==> config.mk <==
export PLATFORM = sky130hd
export DESIGN_NAME = pmsr_shutdown_vid_regs
export DESIGN_NICKNAME = d
export VERILOG_FILES = /design/src/pkg/pmsr_pkg.sv /design/src/pmsr_shutdown_vid_regs.sv /design/src/pmsr_i2c_slave.sv
export SDC_FILE = /design/constraint.sdc
export NUM_CORES = 1
export LEC_CHECK = 0
export BUFFER_PORTS_ARGS = -buffer_cell sky130_fd_sc_hd__buf_2
export CAP_MARGIN = 0
export CORE_ASPECT_RATIO = 0.6
export CORE_UTILIZATION = 55
export DETAILED_ROUTE_END_ITERATION = 6
export PLACE_DENSITY = 0.78
export SLEW_MARGIN = 20
export SYNTH_ARGS = -nofsm -noshare
export SYNTH_HDL_FRONTEND = slang
export SYNTH_HIERARCHICAL = 1
export SYNTH_SLANG_ARGS = --single-unit
==> constraint.sdc <==
create_clock -name ref_clk_in -period 2.4 [get_ports ref_clk_in]
set_clock_uncertainty 0.2 [all_clocks]
set_input_delay 0.24 -clock ref_clk_in [delete_from_list [all_inputs] [get_ports ref_clk_in]]
set_output_delay 0.24 -clock ref_clk_in [all_outputs]
set_load 0.05 [all_outputs]
==> src/pkg/pmsr_pkg.sv <==
// Shared constants and types for the shutdown-source and voltage-ID register slice.
// Assumes a single 125 MHz clock and a synchronous, active-high reset.
package pmsr_pkg;

   // Register offsets on the serial register port.
   localparam logic [7:0] ADDR_SHUTDOWN   = 8'h05;
   localparam logic [7:0] ADDR_REG2_CTRL  = 8'h21;
   localparam logic [7:0] ADDR_REG3_DECAY = 8'h22;
   localparam logic [7:0] ADDR_REG3_VID   = 8'h23;
   localparam logic [7:0] ADDR_REG3_SLEEP = 8'h24;

   // Reset values.
   localparam logic [2:0] RST_SHUTDOWN_FLAGS = 3'h0;
   localparam logic [7:0] RST_REG2_CTRL      = 8'h50;
   localparam logic [7:0] RST_REG3_DECAY     = 8'h70;
   localparam logic [7:0] RST_REG3_VID       = 8'h70;
   localparam logic [7:0] RST_REG3_SLEEP     = 8'h70;

   // Field positions.
   localparam int FLAG_CTEMP    = 0;
   localparam int FLAG_PFAULT   = 1;
   localparam int FLAG_SUPPLY_UNDERVOLTAGE_FLAG     = 2;
   localparam int FLAG_COLD_OFF = 3;
   localparam int CODE_MSB      = 7;
   localparam int CODE_LSB      = 1;
   localparam int CTRL_BIT      = 0;

   // Read value of any unmapped offset.
   localparam logic [7:0] READ_UNMAPPED = 8'h00;

   // Serial port constants; the device address is arbitrary.
   localparam logic [6:0] DEV_ADDR_DEFAULT = 7'h2E;
   localparam logic [3:0] BITS_PER_BYTE    = 4'h8;

   // Serial slave states and the meaning of the byte being received.
   typedef enum logic [2:0] {
      ST_IDLE, ST_RX, ST_ACK, ST_TX, ST_TACK, ST_TLOAD
   } pmsr_i2c_st_t;

   typedef enum logic [1:0] {
      K_ADDR, K_PTR, K_DATA
   } pmsr_kind_t;

endpackage

==> src/pmsr_shutdown_vid_regs.sv <==
// Shutdown-cause flags and step-down regulator voltage-ID registers behind the serial port.
// Assumes shutdown causes and sleep pins arrive asynchronously; the pin select strap is static.
//
// Summary of operation
// - Hardware sets the three shutdown flags; host clears each by writing one.
// - Supply undervoltage shutdown sets the undervoltage flag.
// - Unmasked rail power fault shutdown sets the power-fault flag.
// - Critical die temperature shutdown sets the critical-temperature flag.
// - Any of those flags being set also raises the shutdown indicator.
// - Regulator two voltage code lives in bits 7..1, reset 28h, read-write.
// - Voltage codes map to 10 mV or 25 mV step output ranges.
// - Regulator two decay bit chooses controlled slew (0) or free decay (1).
// - Regulator three decay register bit 0 gives the same slew or decay choice.
// - Regulator three decay bits 7..1 are read-write, reset 38h, no effect.
// - Regulator three voltage code lives in bits 7..1, reset 38h; bit 0 reserved.
// - Regulator three sleep code is copied to its voltage code on sleep entry.
// - Sleep enable allows the sleep change; a strapped pin choice triggers it.
`timescale 1ns/1ps
`default_nettype none
module pmsr_shutdown_vid_regs
   import pmsr_pkg::*;
#(
   parameter logic [6:0] DEV_ADDR = DEV_ADDR_DEFAULT
) (
   // Clock and reset.
   input  wire logic       ref_clk_in,
   input  wire logic       rst_in,
   // Serial register port, open drain.
   input  wire logic       scl_in,
   input  wire logic       sda_in,
   output logic            sda_out,
   output logic            sda_oe_out,
   // Shutdown causes from the supervisory circuits.
   input  wire logic       supply_undervoltage_flag_shutdown_in,
   input  wire logic       power_fault_shutdown_in,
   input  wire logic       crit_temp_shutdown_in,
   // Sleep control pins and the factory pin choice.
   input  wire logic       sleep_control_pin_a_in,
   input  wire logic       sleep_control_pin_b_in,
   input  wire logic       sleep_pin_select_in,
   // Indicator towards the interrupt register.
   output logic            shutdown_indicator_set_out,
   // Regulator controls.
   output logic [6:0]      reg2_voltage_code_out,
   output logic            reg2_decay_select_out,
   output logic [6:0]      reg3_voltage_code_out,
   output logic            reg3_decay_select_out
);

   typedef struct packed {
      logic [2:0] evt_s1;
      logic [2:0] evt_s2;
      logic [1:0] slp_s1;
      logic [1:0] slp_s2;
      logic       slp_q;
      logic       sel_s1;
      logic       sel_s2;
      logic [1:0] sel_fill;
      logic       sel_cap;
      logic       sel_done;
      logic [2:0] flags;
      logic       shdn_set;
      logic [7:0] reg2;
      logic [7:0] r3dec;
      logic [7:0] r3vid;
      logic [7:0] r3slp;
   } pmsr_regs_q_t;

   pmsr_regs_q_t q_ff;
   pmsr_regs_q_t nxt_q;
   logic [7:0]   ptr;
   logic         wr_stb;
   logic [7:0]   wr_data;
   logic [7:0]   rd_data;
   logic         sleep_lvl;
   logic         sleep_entry;
   logic         wr_shdn;
   logic [2:0]   clr_mask;
   logic [2:0]   w1c_exp;
   logic         sda_low_ff;

   // Read view of the register file; unmapped offsets return a fixed value.
   function automatic logic [7:0] reg_read(input logic [7:0] addr, input pmsr_regs_q_t s);
      logic [7:0] v;
      v = READ_UNMAPPED;
      case (addr)
         ADDR_SHUTDOWN: begin
            v[FLAG_SUPPLY_UNDERVOLTAGE_FLAG:FLAG_CTEMP] = s.flags;
            v[FLAG_COLD_OFF]        = 1'b0;
         end
         ADDR_REG2_CTRL:  v = s.reg2;
         ADDR_REG3_DECAY: v = s.r3dec;
         ADDR_REG3_VID:   v = s.r3vid;
         ADDR_REG3_SLEEP: v = s.r3slp;
         default:         v = READ_UNMAPPED;
      endcase
      return v;
   endfunction

   pmsr_i2c_slave #(
      .DEV_ADDR    (DEV_ADDR)
   ) u_port (
      .ref_clk_in  (ref_clk_in),
      .rst_in      (rst_in),
      .scl_in      (scl_in),
      .sda_in      (sda_in),
      .sda_oe_out  (sda_oe_out),
      .rd_data_in  (rd_data),
      .ptr_out     (ptr),
      .wr_stb_out  (wr_stb),
      .wr_data_out (wr_data)
   );

   // Decodes shared by the next-state logic and the checks.
   assign rd_data     = reg_read(ptr, q_ff);
   assign wr_shdn     = wr_stb && (ptr == ADDR_SHUTDOWN);
   assign clr_mask    = wr_shdn ? wr_data[FLAG_SUPPLY_UNDERVOLTAGE_FLAG:FLAG_CTEMP] : 3'h0;
   assign w1c_exp     = clr_mask & ~q_ff.evt_s2;
   assign sleep_lvl   = q_ff.sel_cap ? q_ff.slp_s2[1] : q_ff.slp_s2[0];
   assign sleep_entry = sleep_lvl & ~q_ff.slp_q;

   // Next state of flags, regulator registers and synchronisers.
   always_comb begin
      nxt_q        = q_ff;
      nxt_q.evt_s1 = {supply_undervoltage_flag_shutdown_in, power_fault_shutdown_in, crit_temp_shutdown_in};
      nxt_q.evt_s2 = q_ff.evt_s1;
      nxt_q.slp_s1 = {sleep_control_pin_b_in, sleep_control_pin_a_in};
      nxt_q.slp_s2 = q_ff.slp_s1;
      nxt_q.slp_q  = sleep_lvl;
      // The strap passes two flops, then is caught once so a later glitch cannot swap the pin.
      nxt_q.sel_s1   = sleep_pin_select_in;
      nxt_q.sel_s2   = q_ff.sel_s1;
      nxt_q.sel_fill = {q_ff.sel_fill[0], 1'b1};
      // Waiting for the fill keeps the reset value of the second flop out of the capture.
      if (q_ff.sel_fill[1] && !q_ff.sel_done) begin
         nxt_q.sel_cap  = q_ff.sel_s2;
         nxt_q.sel_done = 1'b1;
      end
      // A cause that is present in the clearing cycle keeps its flag set.
      nxt_q.flags    = (q_ff.flags & ~clr_mask) | q_ff.evt_s2;
      nxt_q.shdn_set = |(q_ff.evt_s2 & ~q_ff.flags);
      if (wr_stb) begin
         case (ptr)
            ADDR_REG2_CTRL:  nxt_q.reg2  = wr_data;
            ADDR_REG3_DECAY: nxt_q.r3dec = wr_data;
            ADDR_REG3_VID:   nxt_q.r3vid = wr_data;
            ADDR_REG3_SLEEP: nxt_q.r3slp = wr_data;
            default:         nxt_q.r3slp = q_ff.r3slp;
         endcase
      end
      // Sleep entry overrides a simultaneous host write to the voltage code.
      if (sleep_entry && q_ff.r3slp[CTRL_BIT]) begin
         nxt_q.r3vid[CODE_MSB:CODE_LSB] = q_ff.r3slp[CODE_MSB:CODE_LSB];
      end
   end

   // State register with reset values.
   always_ff @(posedge ref_clk_in) begin
      if (rst_in) begin
         q_ff       <= '0;
         q_ff.flags <= RST_SHUTDOWN_FLAGS;
         q_ff.reg2  <= RST_REG2_CTRL;
         q_ff.r3dec <= RST_REG3_DECAY;
         q_ff.r3vid <= RST_REG3_VID;
         q_ff.r3slp <= RST_REG3_SLEEP;
         sda_low_ff <= 1'b0;
      end else begin
         q_ff       <= nxt_q;
         sda_low_ff <= 1'b0;
      end
   end

   // The regulator decodes each code into its 10 mV or 25 mV step range.
   assign reg2_voltage_code_out      = q_ff.reg2[CODE_MSB:CODE_LSB];
   assign reg2_decay_select_out      = q_ff.reg2[CTRL_BIT];
   assign reg3_voltage_code_out      = q_ff.r3vid[CODE_MSB:CODE_LSB];
   assign reg3_decay_select_out      = q_ff.r3dec[CTRL_BIT];
   assign shutdown_indicator_set_out = q_ff.shdn_set;
   assign sda_out                    = sda_low_ff;
endmodule
`default_nettype wire

==> src/pmsr_i2c_slave.sv <==
// Byte-level serial register port slave with a register pointer that auto-increments.
// Assumes scl_in and sda_in are raw pins; the caller resolves the open-drain wire.
`timescale 1ns/1ps
`default_nettype none
module pmsr_i2c_slave
   import pmsr_pkg::*;
#(
   parameter logic [6:0] DEV_ADDR = DEV_ADDR_DEFAULT
) (
   // Clock and reset.
   input  wire logic       ref_clk_in,
   input  wire logic       rst_in,
   // Serial pins.
   input  wire logic       scl_in,
   input  wire logic       sda_in,
   output logic            sda_oe_out,
   // Register side.
   input  wire logic [7:0] rd_data_in,
   output logic [7:0]      ptr_out,
   output logic            wr_stb_out,
   output logic [7:0]      wr_data_out
);

   typedef struct packed {
      logic         scl_s1;
      logic         scl_s2;
      logic         scl_q;
      logic         sda_s1;
      logic         sda_s2;
      logic         sda_q;
      pmsr_i2c_st_t st;
      pmsr_kind_t   kind;
      logic         rw;
      logic [3:0]   cnt;
      logic [7:0]   sh;
      logic [7:0]   ptr;
      logic         oe;
      logic         wr;
      logic [7:0]   wd;
   } pmsr_i2c_q_t;

   pmsr_i2c_q_t q_ff;
   pmsr_i2c_q_t nxt_q;
   logic        scl_rise;
   logic        scl_fall;
   logic        bus_start;
   logic        bus_stop;

   // Edges and bus conditions look only at the second and third stages of the synchronisers.
   assign scl_rise  = q_ff.scl_s2 & ~q_ff.scl_q;
   assign scl_fall  = ~q_ff.scl_s2 & q_ff.scl_q;
   assign bus_start = q_ff.scl_s2 & q_ff.scl_q & q_ff.sda_q & ~q_ff.sda_s2;
   assign bus_stop  = q_ff.scl_s2 & q_ff.scl_q & ~q_ff.sda_q & q_ff.sda_s2;

   // Next state; data is sampled on rising clock edges and driven after falling ones.
   always_comb begin
      nxt_q        = q_ff;
      nxt_q.wr     = 1'b0;
      // The pointer steps one cycle after a write strobe, so the strobe still sees its own offset.
      if (q_ff.wr) begin
         nxt_q.ptr = q_ff.ptr + 8'h01;
      end
      nxt_q.scl_s1 = scl_in;
      nxt_q.scl_s2 = q_ff.scl_s1;
      nxt_q.scl_q  = q_ff.scl_s2;
      nxt_q.sda_s1 = sda_in;
      nxt_q.sda_s2 = q_ff.sda_s1;
      nxt_q.sda_q  = q_ff.sda_s2;
      if (bus_start) begin
         nxt_q.st   = ST_RX;
         nxt_q.kind = K_ADDR;
         nxt_q.cnt  = 4'h0;
         nxt_q.oe   = 1'b0;
      end else if (bus_stop) begin
         nxt_q.st = ST_IDLE;
         nxt_q.oe = 1'b0;
      end else begin
         case (q_ff.st)
            ST_RX: begin
               if (scl_rise && q_ff.cnt < BITS_PER_BYTE) begin
                  nxt_q.sh  = {q_ff.sh[6:0], q_ff.sda_s2};
                  nxt_q.cnt = q_ff.cnt + 4'h1;
               end else if (scl_fall && q_ff.cnt == BITS_PER_BYTE) begin
                  nxt_q.oe = 1'b1;
                  nxt_q.st = ST_ACK;
                  case (q_ff.kind)
                     K_ADDR: begin
                        nxt_q.rw = q_ff.sh[0];
                        if (q_ff.sh[7:1] != DEV_ADDR) begin
                           nxt_q.oe = 1'b0;
                           nxt_q.st = ST_IDLE;
                        end
                     end
                     K_PTR: begin
                        nxt_q.ptr = q_ff.sh;
                     end
                     default: begin
                        nxt_q.wr  = 1'b1;
                        nxt_q.wd  = q_ff.sh;
                     end
                  endcase
               end
            end
            ST_ACK, ST_TLOAD: begin
               if (scl_fall) begin
                  if (q_ff.rw) begin
                     nxt_q.sh  = rd_data_in;
                     nxt_q.oe  = ~rd_data_in[7];
                     nxt_q.cnt = 4'h1;
                     nxt_q.ptr = q_ff.ptr + 8'h01;
                     nxt_q.st  = ST_TX;
                  end else begin
                     nxt_q.oe   = 1'b0;
                     nxt_q.cnt  = 4'h0;
                     nxt_q.st   = ST_RX;
                     nxt_q.kind = (q_ff.kind == K_ADDR) ? K_PTR : K_DATA;
                  end
               end
            end
            ST_TX: begin
               if (scl_fall) begin
                  if (q_ff.cnt == BITS_PER_BYTE) begin
                     nxt_q.oe = 1'b0;
                     nxt_q.st = ST_TACK;
                  end else begin
                     nxt_q.sh  = {q_ff.sh[6:0], 1'b1};
                     nxt_q.oe  = ~q_ff.sh[6];
                     nxt_q.cnt = q_ff.cnt + 4'h1;
                  end
               end
            end
            ST_TACK: begin
               // A not-acknowledge from the host ends the read burst.
               if (scl_rise) begin
                  nxt_q.st = q_ff.sda_s2 ? ST_IDLE : ST_TLOAD;
               end
            end
            default: begin
               nxt_q.st = ST_IDLE;
            end
         endcase
      end
   end

   // State register.
   always_ff @(posedge ref_clk_in) begin
      if (rst_in) begin
         // Synchronisers start at the idle level of the released bus, so no false edge follows.
         q_ff        <= '0;
         q_ff.scl_s1 <= 1'b1;
         q_ff.scl_s2 <= 1'b1;
         q_ff.scl_q  <= 1'b1;
         q_ff.sda_s1 <= 1'b1;
         q_ff.sda_s2 <= 1'b1;
         q_ff.sda_q  <= 1'b1;
      end else begin
         q_ff <= nxt_q;
      end
   end

   // Outputs straight from the state register.
   assign sda_oe_out  = q_ff.oe;
   assign ptr_out     = q_ff.ptr;
   assign wr_stb_out  = q_ff.wr;
   assign wr_data_out = q_ff.wd;

endmodule
`default_nettype wire

Yosys cells after proc, flatten, opt, wreduce, memory -nomap -nowiden
Index checks and enable logic that the tools add are counted.

operators by class
  shift-type cells = 0
  reduce and logical (&&, ||, !) cells = 29
  bitwise gates (word level) = 27
  div/mod/pow operators = 0
  muxes and demuxes = 53
  equal/unequal tests = 28
  add/subtract/negate cells = 2
  multipliers = 0
  magnitude comparators = 1

operators by type and width
  cell                                                                   number
  8-bit 2-to-1 mux                                                       7
  39-bit 2-to-1 mux                                                      1
  12-bit 2-to-1 mux                                                      3
  18-bit 2-to-1 mux                                                      2
  12-bit one-hot mux with 3 select lines                                 1
  8-bit by 6-bit equality test with 1-bit output, second input constant  4
  32-bit 2-to-1 mux                                                      1
  6-bit AND reduction                                                    5
  3-bit 2-to-1 mux                                                       8
  23-bit 2-to-1 mux                                                      1
  21-bit 2-to-1 mux                                                      1
  4-bit by 1-bit != test with 1-bit output, second input constant        5
  4-bit one-hot mux with 5 select lines                                  1
  16-bit 2-to-1 mux                                                      1
  4-bit one-hot mux with 4 select lines                                  1
  8-bit one-hot mux with 2 select lines                                  1
  2-bit 2-to-1 mux                                                       7
  2-bit by 1-bit != test with 1-bit output, second input constant        7
  1-bit inverter                                                         14
  1-bit 2-to-1 mux                                                       12
  3-bit one-hot mux with 4 select lines                                  1
  2-bit AND reduction                                                    5
  9-bit 2-to-1 mux                                                       1
  8-bit by 1-bit adder with 8-bit output, second input constant          1
  other kinds (29)                                                       49

storage, ports and cells
  bits in read-only memories = 0
  bits in writable memories = 0
  register bits = 95
  memories kept = 0
  output and inout port bits = 19
  input port bits = 10
  latch bits = 0
  logic and storage cells = 174

Logic depth before layout (Yosys ltp)
Gate-level depths: netlist of run 1.

  word-level depth = 8
  depth in mapped cells = 11

Cells and area by module
Netlist of run 1, hierarchy kept.

modules (own cells, without submodules)
  module                  cells an instance  sequential area each (um2)  area each (um2)  instances
  pmsr_i2c_slave          307                840.8                       2603.7           1
  pmsr_shutdown_vid_regs  245                1061.0                      2302.2           1

Least setup slack after synthesis of run 1
OpenSTA, ideal clock, no wires.

  kind = register to register
  start point = reg u_port.q_ff, in the netlist u_port/ptr_out[0]
  end point = reg u_port/q_ff[21] (netlist bit)
  arrival = 2.138 ns
  period minus slack after synthesis = 2.412 ns
  path slack = -0.012 ns
  setup time = 0.074 ns
  cell stages (with the launch flop) = 12
  path through = dfxtp_1 > buf_4 > clkbuf_1 > nor3b_1 > and3_1 > buf_2 > nand2_1 > o31ai_1 > nand2_1 > a221oi_1 > nand3_1 > o21ai_0

on the way
  word-level cells in the longest chain between the ends = 5

ends and longest elaborated chain
  element                                                                                                                  RTL line                      text
  start, declared                                                                                                          pmsr_i2c_slave.sv:42          pmsr_i2c_q_t q_ff;
  start signal, assigned                                                                                                   pmsr_i2c_slave.sv:157         q_ff <= nxt_q;
  8-bit by 6-bit equality test with 1-bit output / 8-bit by 3-bit equality test with 1-bit output (equally long branches)  pmsr_shutdown_vid_regs.sv:86  case (addr)
  4-bit one-hot mux with 5 select lines *                                                                                  pmsr_shutdown_vid_regs.sv:86
  via rd_data[3]                                                                                                           pmsr_shutdown_vid_regs.sv:74  logic [7:0] rd_data;
  16-bit 2-to-1 mux *                                                                                                      pmsr_i2c_slave.sv:106         if (q_ff.rw) begin
  21-bit 2-to-1 mux *                                                                                                      pmsr_i2c_slave.sv:105         if (scl_fall) begin
  12-bit one-hot mux with 3 select lines *                                                                                 pmsr_i2c_slave.sv:78          case (q_ff.st)

The timed path passes the listed nets; every way through them passes the cells marked *. The select of a mux whose other input is x is not followed.
A chain may end at the register's enable or synchronous reset.

Final worst setup path of run 1
  start point = reg u_port.q_ff, in the netlist u_port/ptr_out[7]
  end point = reg u_port/q_ff[21] (netlist bit)

Same word-level chain as after synthesis.

==> results of run 1 <==
where the power goes:
group          internal (mW)  switching, mW
Combinational         0.0498         0.0767
Sequential              1.60         0.0134
Clock                  0.724          0.666
sequential cells by signal, summed over array words and instances, names as in the netlist:
signal                      flops
q_ff                           29
u_port/q_ff                    20
u_port/ptr_out                  8
u_port/wr_data_out              8
nxt_q                           7
reg2_voltage_code_out           7
reg3_voltage_code_out           7
u_port/nxt_q                    4
reg2_decay_select_out           1
reg3_decay_select_out           1
shutdown_indicator_set_out      1
u_port/sda_oe_out               1
u_port/wr_stb_out               1
synthesized netlist by cell type (all sizes together) (9+ instances only):
cell / instances
nand3: 18
nor2: 53
clkbuf: 15
o21ai: 31
dfxtp: 95
mux2i: 39
nor3: 12
a31oi: 10
buf: 45
inv: 10
a21oi: 25
xnor2: 9
nand2: 48
nor2b: 24
routing by layer:
layer	vias to the layer above	global-route usage, %
met4	0	7.80
met5	-	0
met1	2018	42.6
met3	16	7.95
li1	1978	-
met2	243	41.5
worst paths after layout:
| check | startpoint | to | depth (start not counted) |
|---|---|---|---|
| max | u_port/ptr_out[7] | u_port/q_ff[21] | 8 |
| min reg2reg | u_port/nxt_q[40] | u_port/nxt_q[39] | 1 |
| min | rst_in | reg2_voltage_code_out[1] | 2 |
| max reg2reg | u_port/ptr_out[7] | u_port/q_ff[21] | 8 |
through the flow:
stage	cell area [um^2]	hold WS (ps)	util, %	instances	power [mW]
floorplan	4910	144	-	552	1.72
global placement	5010	195	58.3	662	1.76
detailed placement	5010	199	58.3	662	1.76
CTS	5380	70.2	62.6	686	3.14
global route	5390	86.3	62.8	686	3.22
finish	5390	75.5	62.8	686	3.13
worst max-delay path: cells and delay by family (launching register included):
family | cells | cell delay (ps)
compound gates | 3 | 810
simple gates | 4 | 640
flops | 1 | 370
buf+inv | 1 | 170
what timing repair did:
item,CTS,global route
gates resized for setup,0,3
hold buffers,8,0
buffers inserted,0,0
setup endpoints to repair,0,4
hold endpoints to repair,8,0
cell families (layout without fill, tap and decap cells):
kind of cell	count (synthesis)	in the layout	synth area share, %
adders and majority gates	3	3	0.765
and+or+nand+nor	200	200	21.4
other	1	1	0.0764
DFF	95	95	38.8
buffers and inverters	70	92	9.23
muxes	45	45	9.33
xor gates and xnor gates	15	15	2.68
AOI/OAI and AO/OA	123	123	17.8
cell type report:
class | count | area share, %
Inverter | 10 | 0.696
Multi-Input combinational cell | 387 | 47.8
Sequential cell | 95 | 35.3
Tap cell | 112 | 2.60
Clock inverter | 7 | 1.18
Timing Repair Buffer | 66 | 8.31
Clock buffer | 9 | 4.18
==> results.sh, run 1 <==
export IMPL_cts_root_buf="clkbuf_16"
export IMPL_clock_sinks=95
export IMPL_syn_inst=552
export IMPL_cts_buffer_depth=2
export IMPL_dp_hpwl_um=9100
export IMPL_synth_top_area_share_pct=38.8
export IMPL_cp_end_kind="flip-flop"
export IMPL_synth_seq_area_share_pct=38.8
export IMPL_ys_warn_count=6
export IMPL_crit_chain="nor4_2 -> buf_4 -> nand2_2 -> o31ai_1 -> nand2_1 -> a221oi_1 -> nand3_1 -> o21ai_0"
export IMPL_core_region_area_um2=8590
export IMPL_setup_violations=0
export IMPL_highest_layer="met4"
export IMPL_met2_length_um=5080
export IMPL_io_buffers=27
export IMPL_multi_input_area_um2=2580
export IMPL_io_pins=29
export IMPL_max_cap_violations=0
export IMPL_status="finished, final reports clean"
export IMPL_final_cell_mix="dfxtp_1, nor2_1, nand2_1"
export IMPL_drt_wl_total_um=12500
export IMPL_drt_iter0_drc=660
export IMPL_grt_pass1_vias=3877
export IMPL_fp_dieH_um=75.2
export IMPL_ir_drop_mv=0.510
export IMPL_synth_cell_types=76
export IMPL_fmax_ghz=0.442
export IMPL_grt_usage_pct=29.0
export IMPL_mostFrequentLayoutCell="dfxtp_1"
export IMPL_die_area_um2=9310
export IMPL_nFillCells=699
export IMPL_start_util_pct=57.1
export IMPL_critPathKind="reg2reg"
export IMPL_diodes=0
export IMPL_cpMaxStageDelayCell="o31ai_1"
export IMPL_pre_cts_slack_ps=179
export IMPL_path_clk_slew_ps=70
export IMPL_syn_to_final_growth_pct=9.92
export IMPL_final_nets=582
export IMPL_worstMarginPinSlew_ps=583
export IMPL_p_per_area_nw_per_um2=580
export IMPL_seq_area_um2=1900
export IMPL_tritoncts="yes"
export IMPL_die_w_um=124
export IMPL_avgRoutedWirePerCell_um=18.3
export IMPL_cp_arrival_ps=2330
export IMPL_numCtsBuffers=9
export IMPL_required_ps=2470
export IMPL_cts_max_level=3
export IMPL_syn_area_um2=4910
export IMPL_worst_path_largest_cell_delay_ps=450
export IMPL_antenna_found_initial=0
export IMPL_hp_class="in2reg"
export IMPL_hold_viol=0
export IMPL_grt_start_max_net_pins=31
export IMPL_synth_edf_count=0
export IMPL_rsz0062_at_grt="false"
export IMPL_async_flop_share_pct=0
export IMPL_via_per_inst=6.20
export IMPL_final_antenna_net_count=0
export IMPL_met3WireLength_um=1410
export IMPL_path_max_fanout=9
export IMPL_via_count=4255
export IMPL_slew_violations=0
export IMPL_avgSynthCellArea_um2=8.89
export IMPL_gp_congestion=0.980
export IMPL_maxSlewHeadroom_pct=61.1
export IMPL_final_setup_worst_slack_ps=139
export IMPL_fin_crit_sh_pct=94.2
export IMPL_final_setup_tns_ps=0
export IMPL_synth_ff_type="dfxtp_1"
export IMPL_rows=26
export IMPL_grt_overflow_total=0
export IMPL_period_needed_ps=2260
export IMPL_grt_first_pass_wirelength_um=20000
export IMPL_leakage_nw=1.96
export IMPL_start_kind="flip-flop"
export IMPL_insertion_delay_ps=350
export IMPL_drt_first_pass_iters=6
export IMPL_drive_gt1_share_pct=19.2
export IMPL_ys_ff_latch=95
export IMPL_synth_area_leaders="dfxtp_1, mux2i_1, buf_4"
export IMPL_r2r_slack_ps=140
export IMPL_post_synth_top_area_cell="dfxtp_1"
export IMPL_drt_met1_wl_um=5910
export IMPL_syn_nets=565
export IMPL_drc=0
Power figures use the tool's default switching activity.
==> inputs of run 2 (changes only) <==
CORE_UTILIZATION = 61   (was 55)
CTS_BUF_LIST = sky130_fd_sc_hd__clkbuf_8 sky130_fd_sc_hd__clkbuf_16   (was not set)
PLACE_DENSITY = 0.82   (was 0.78)
clock period = 2.5 ns   (was 2.4 ns; I/O delays follow)
==> results.sh, run 2 (synthesized netlist as in run 1, its figures left out) <==
export IMPL_rsz0062_at_grt="false"
export IMPL_switching_power_mw=0.700
export IMPL_final_setup_tns_ps=0
export IMPL_power_frac_comb_pct=3.8
export IMPL_fin_crit_sh_pct=92.0
export IMPL_cts_root_buf="clkbuf_16"
export IMPL_period_needed_ps=2300
export IMPL_max_cap_violations=0
export IMPL_cts_buffer_depth=2
export IMPL_die_area_um2=8420
export IMPL_numCtsBuffers=9
export IMPL_syn_to_final_growth_pct=9.44
export IMPL_reg_largest_list="q_ff (29), u_port/q_ff (20)"
export IMPL_rows=24
export IMPL_final_antenna_net_count=0
export IMPL_grt_overflow_total=0
export IMPL_core_region_area_um2=7510
export IMPL_diodes=0
export IMPL_hold_viol=0
export IMPL_fmax_ghz=0.435
export IMPL_p_int_mw=2.37
export IMPL_p_per_area_nw_per_um2=572
export IMPL_ir_drop_mv=0.521
export IMPL_avgRoutedWirePerCell_um=18.5
export IMPL_drt_iter0_drc=578
export IMPL_worstMarginPinSlew_ps=616
export IMPL_clkPwrFrac_pct=45.8
export IMPL_path_clk_slew_ps=70
export IMPL_die_w_um=118
export IMPL_start_kind="flip-flop"
export IMPL_seq_power_share_pct=50.4
export IMPL_nFillCells=568
export IMPL_cts_max_level=3
export IMPL_status="finished, final reports clean"
export IMPL_largest_register="q_ff"
export IMPL_clock_sinks=95
export IMPL_final_cell_count_no_fill=676
export IMPL_dp_hpwl_um=9030
export IMPL_tritoncts="yes"
export IMPL_antenna_found_initial=0
export IMPL_cp_arrival_ps=2300
export IMPL_mostFrequentLayoutCell="dfxtp_1"
export IMPL_slew_violations=0
export IMPL_largest_reg_flops=29
export IMPL_required_ps=2500
export IMPL_setup_violations=0
export IMPL_final_nets=580
export IMPL_drc=0
export IMPL_drive_gt1_share_pct=18.2
export IMPL_via_per_inst=6.24
export IMPL_start_util_pct=65.3
export IMPL_io_buffers=27
export IMPL_hp_class="in2reg"
export IMPL_final_cell_mix="dfxtp_1, nor2_1, nand2_1"
export IMPL_fp_dieH_um=71.5
export IMPL_via_count=4218
export IMPL_grt_start_max_net_pins=24
export IMPL_grt_usage_pct=31.1
export IMPL_grt_pass1_vias=3932
export IMPL_critPathKind="reg2reg"
export IMPL_insertion_delay_ps=340
export IMPL_io_pins=29
export IMPL_drt_wl_total_um=12500
export IMPL_drt_first_pass_iters=5
export IMPL_swShare_pct=22.8
export IMPL_leakage_nw=1.96
export IMPL_path_max_fanout=13
export IMPL_grt_first_pass_wirelength_um=20200
export IMPL_maxSlewHeadroom_pct=58.6
export IMPL_place_inst=652
export IMPL_gp_congestion=1.02
export IMPL_cp_end_kind="flip-flop"
run 2: cell count changes in the layout (fill, tap and decap cells not counted), sizes merged:
cell,before,now
buf,58,56
clkinv,2,0
inv,13,15
bufinv,0,1
clkinvlp,2,1
run 2: area by class of cell:
cell class	instances	area [um^2]	share of cell area [%]
multi-input combinational	387	2560	47.7
clock buffer	9	225	4.19
timing repair buffer	64	433	8.06
tap	104	130	2.42
clock inverter	7	78.8	1.47
inverter	10	37.5	0.699
sequential	95	1900	35.4
run 2: worst paths after layout:
path | from | to | slack [ps] | depth (start not counted)
setup / recovery | u_port/q_ff[34] | u_port/ptr_out[0] | 200 | 6
hold / removal | rst_in | q_ff[36] | 110 | 2
setup reg to reg | u_port/q_ff[34] | u_port/ptr_out[0] | 200 | 6
hold reg to reg | u_port/nxt_q[40] | u_port/nxt_q[39] | 210 | 1
run 2: worst max-delay path: stages, from the launching register on:
cell and delay, ps:
dfxtp_1 580, nor3b_1 270, buf_4 240, o22ai_1 130
a211o_1 340, a31oi_1 240, o221ai_1 150
run 2: layer usage:
metal | part of all wire [%] | GRT usage (%) | wire [um]
met1 | 46 | 44.6 | 5810
met2 | 41 | 44.6 | 5130
met3 | 12 | 9.71 | 1450
met4 | 1.1 | 9.26 | 138
met5 | 0 | 0 | 0
run 2: repair_timing:
item / in CTS / in global routing
gates resized for setup: 0 / 1
buffers inserted: 0 / 0
hold buffers: 8 / 0
setup endpoints to repair: 0 / 1
hold endpoints to repair: 8 / 0
run 2: power by group through the flow:
stage | Combinational, mW | Sequential [mW] | Clock [mW]
after floorplan | 0.0735 | 1.58 | 0
after global placement | 0.103 | 1.58 | 0
after detailed placement | 0.105 | 1.58 | 0
after CTS | 0.115 | 1.55 | 1.41
after global routing | 0.127 | 1.55 | 1.49
final | 0.118 | 1.55 | 1.40
run 2: stage by stage:
stage                     power [mW]  hold WS [ps]  setup slack, ps  area, um^2  utilization, %
after floorplan                 1.65           154             87.6        4910               -
after global placement          1.68           191              301        4980            66.3
after detailed placement        1.69           193              199        4980            66.3
after CTS                       3.08           118              166        5360            71.5
after global routing            3.17           144             1.47        5370            71.5
final                           3.07           108              200        5370            71.5
==> inputs of run 3 (changes only) <==
ABC_AREA = 1   (was not set)
SKIP_LAST_GASP = 1   (was not set)
==> results.sh, run 3 <==
export IMPL_status="finished, final reports clean"
export IMPL_synth_ff_type="dfxtp_1"
export IMPL_dp_hpwl_um=9760
export IMPL_die_area_um2=8970
export IMPL_grt_usage_pct=31.8
export IMPL_reg_largest_list="q_ff (29), u_port/q_ff (20)"
export IMPL_via_per_inst=5.69
export IMPL_start_util_pct=64.6
export IMPL_drt_met1_wl_um=6040
export IMPL_grt_start_max_net_pins=46
export IMPL_crit_path_frequent_cell="nand2_1"
export IMPL_met2_length_um=5710
export IMPL_power_frac_comb_pct=20.4
export IMPL_drc=0
export IMPL_critPathKind="reg2reg"
export IMPL_worstMarginPinSlew_ps=627
export IMPL_cts_root_buf="clkbuf_16"
export IMPL_cpMaxStageDelayCell="dfxtp_1"
export IMPL_maxSlewHeadroom_pct=58.0
export IMPL_cp_end_kind="flip-flop"
export IMPL_path_max_fanout=10
export IMPL_gp_congestion=0.958
export IMPL_synth_cell_types=40
export IMPL_final_cell_count_no_fill=917
export IMPL_seq_area_um2=1900
export IMPL_mostFrequentLayoutCell="nand2_1"
export IMPL_final_cell_mix="nand2_1, dfxtp_1, nand3_1"
export IMPL_swShare_pct=32.4
export IMPL_fmax_ghz=0.421
export IMPL_drt_wl_total_um=13700
export IMPL_synth_seq_area_share_pct=36.3
export IMPL_synth_compound_area_share_pct=7.29
export IMPL_final_setup_tns_ps=0
export IMPL_hold_viol=0
export IMPL_post_dp_cell_area_um2=5240
export IMPL_synthSimpleGateAreaFrac_pct=41.7
export IMPL_met3WireLength_um=1700
export IMPL_ys_ff_latch=95
export IMPL_clock_sinks=95
export IMPL_syn_inst=798
export IMPL_hold_buffers=8
export IMPL_ys_warn_count=6
export IMPL_ir_drop_mv=0.397
export IMPL_tritoncts="yes"
export IMPL_fin_crit_sh_pct=95.1
export IMPL_final_antenna_net_count=0
export IMPL_drive_gt1_share_pct=12.1
export IMPL_crit_family="simple AND/OR/NAND/NOR gates"
export IMPL_p_per_area_nw_per_um2=684
export IMPL_design_area_um2=5630
export IMPL_via_count=5217
export IMPL_async_flop_share_pct=0
export IMPL_cts_post_setup_buffers_inserted=0
export IMPL_rows=25
export IMPL_path_clk_slew_ps=70
export IMPL_nFillCells=662
export IMPL_start_kind="flip-flop"
export IMPL_largest_register="q_ff"
export IMPL_syn_to_final_growth_pct=7.55
export IMPL_grt_first_pass_wirelength_um=21900
export IMPL_core_region_area_um2=8100
export IMPL_syn_area_um2=5240
export IMPL_synthXorXnorAreaFrac_pct=0.335
export IMPL_largest_reg_flops=29
export IMPL_switching_power_mw=1.25
export IMPL_setup_violations=0
export IMPL_synth_area_leaders="dfxtp_1, nand2_1, nand3_1"
export IMPL_crit_chain="inv_1 -> nor2_1 -> nand2_1 -> nor2_1 -> nand2_1 -> nand2_1 -> inv_1 -> nand4_1 -> nand3_1 -> o21ai_0 -> nand3_1 -> a21oi_1"
export IMPL_cts_max_level=3
export IMPL_worst_path_largest_cell_delay_ps=580
export IMPL_avgSynthCellArea_um2=6.56
export IMPL_leakage_nw=2.65
export IMPL_io_pins=29
export IMPL_cts_resized=0
export IMPL_cts_buffer_depth=2
export IMPL_multi_input_area_um2=2620
export IMPL_rsz0062_at_grt="false"
export IMPL_drt_iter0_drc=622
export IMPL_synth_mux_area_share_pct=0
export IMPL_hp_class="in2reg"
export IMPL_avgRoutedWirePerCell_um=15.0
export IMPL_final_nets=817
export IMPL_synth_top_family_by_area="simple AND/OR/NAND/NOR gates"
export IMPL_grt_pass1_vias=4653
export IMPL_period_needed_ps=2380
export IMPL_insertion_delay_ps=350
export IMPL_io_buffers=27
export IMPL_diodes=0
export IMPL_required_ps=2580
export IMPL_crit_buf_inv=2
export IMPL_post_synth_top_area_cell="dfxtp_1"
export IMPL_die_w_um=122
export IMPL_grt_overflow_total=0
export IMPL_seq_power_share_pct=42.7
export IMPL_fp_dieH_um=73.8
export IMPL_highest_layer="met4"
export IMPL_numCtsBuffers=9
export IMPL_cp_arrival_ps=2460
export IMPL_holdWs_ps=190
export IMPL_slew_violations=0
export IMPL_p_int_mw=2.60
export IMPL_yosysMostFrequentCell="nand2_1"
export IMPL_synthTopCellsByCount="nand2_1, dfxtp_1, nand3_1"
export IMPL_synth_adder_area_share_pct=0.717
export IMPL_max_cap_violations=0
export IMPL_syn_nets=811
export IMPL_antenna_found_initial=0
export IMPL_synth_edf_count=0
export IMPL_place_inst=893
export IMPL_drt_first_pass_iters=7
export IMPL_clkPwrFrac_pct=36.9
export IMPL_synth_top_area_share_pct=36.3
==> run 3: cell types whose count changed in the layout (fill, tap and decap cells not counted), moves of 8 or more <==
| cell | before | now |
|---|---|---|
| nand2_1 | 47 | 250 |
| inv_1 | 11 | 88 |
| nand3_1 | 18 | 93 |
| mux2i_1 | 39 | 0 |
| nor2_1 | 52 | 78 |
| nor2b_1 | 24 | 0 |
| buf_4 | 29 | 11 |
| a21oi_1 | 24 | 41 |
| a31oi_1 | 9 | 0 |
| nor3_1 | 10 | 1 |
| nand4_1 | 5 | 13 |
| xnor2_1 | 9 | 1 |
==> run 3: power by group through the flow <==
stage / clock network [mW] / registers [mW] / logic (mW)
2_1_floorplan: 0 / 1.67 / 0.589
3_3_place_gp: 0 / 1.67 / 0.720
3_5_place_dp: 0 / 1.67 / 0.739
6_report: 1.42 / 1.64 / 0.785
5_1_grt: 1.49 / 1.65 / 0.856
4_1_cts: 1.44 / 1.64 / 0.752
==> run 3: kinds of logic after synthesis <==
kind of cell / Yosys count
flops: 95
other cells: 1
xor+xnor: 2
compound gates: 72
fa+ha+maj: 3
simple gates: 477
buf+inv: 148
==> run 3: worst paths after layout <==
check / start / endpoint / slack, ps / depth (start not counted)
max: u_port/ptr_out[0] / u_port/q_ff[19] / 120 / 12
min: rst_in / u_port/q_ff[36] / 190 / 4
max reg2reg: u_port/ptr_out[0] / u_port/q_ff[19] / 120 / 12
min reg2reg: nxt_q[47] / q_ff[47] / 210 / 2
==> run 3: cell type report <==
class,count,share of cell area (%)
timing repair buffer,46,5.29
clock inverter,6,1.22
clock buffer,10,4.24
inverter,97,6.49
tap,108,2.40
multi-input combinational,555,46.6
sequential,95,33.8
==> run 3: per-stage QoR <==
stage | worst slack (ps) | total power, mW | util [%]
6_report | 122 | 3.85 | 69.5
5_1_grt | 7.59 | 4.00 | 69.5
4_1_cts | 220 | 3.83 | 69.5
2_1_floorplan | 397 | 2.26 | -
3_5_place_dp | 278 | 2.41 | 64.7
3_3_place_gp | 386 | 2.39 | 64.7
==> run 3: metal layers <==
metal | vias to the layer above | global-route usage, %
met1 | 2348 | 43.4
met2 | 324 | 47.6
met5 | - | 0
li1 | 2501 | -
met3 | 44 | 8.07
met4 | 0 | 13.3
==> run 3: worst register-to-register path: stages, from the launching register on <==
cell and delay (ps):
dfxtp_1 580, inv_1 80, nor2_1 130, nand2_1 90, nor2_1 310, nand2_1 100
nand2_1 120, inv_1 50, nand4_1 80, nand3_1 80, o21ai_0 220, nand3_1 110
a21oi_1 150
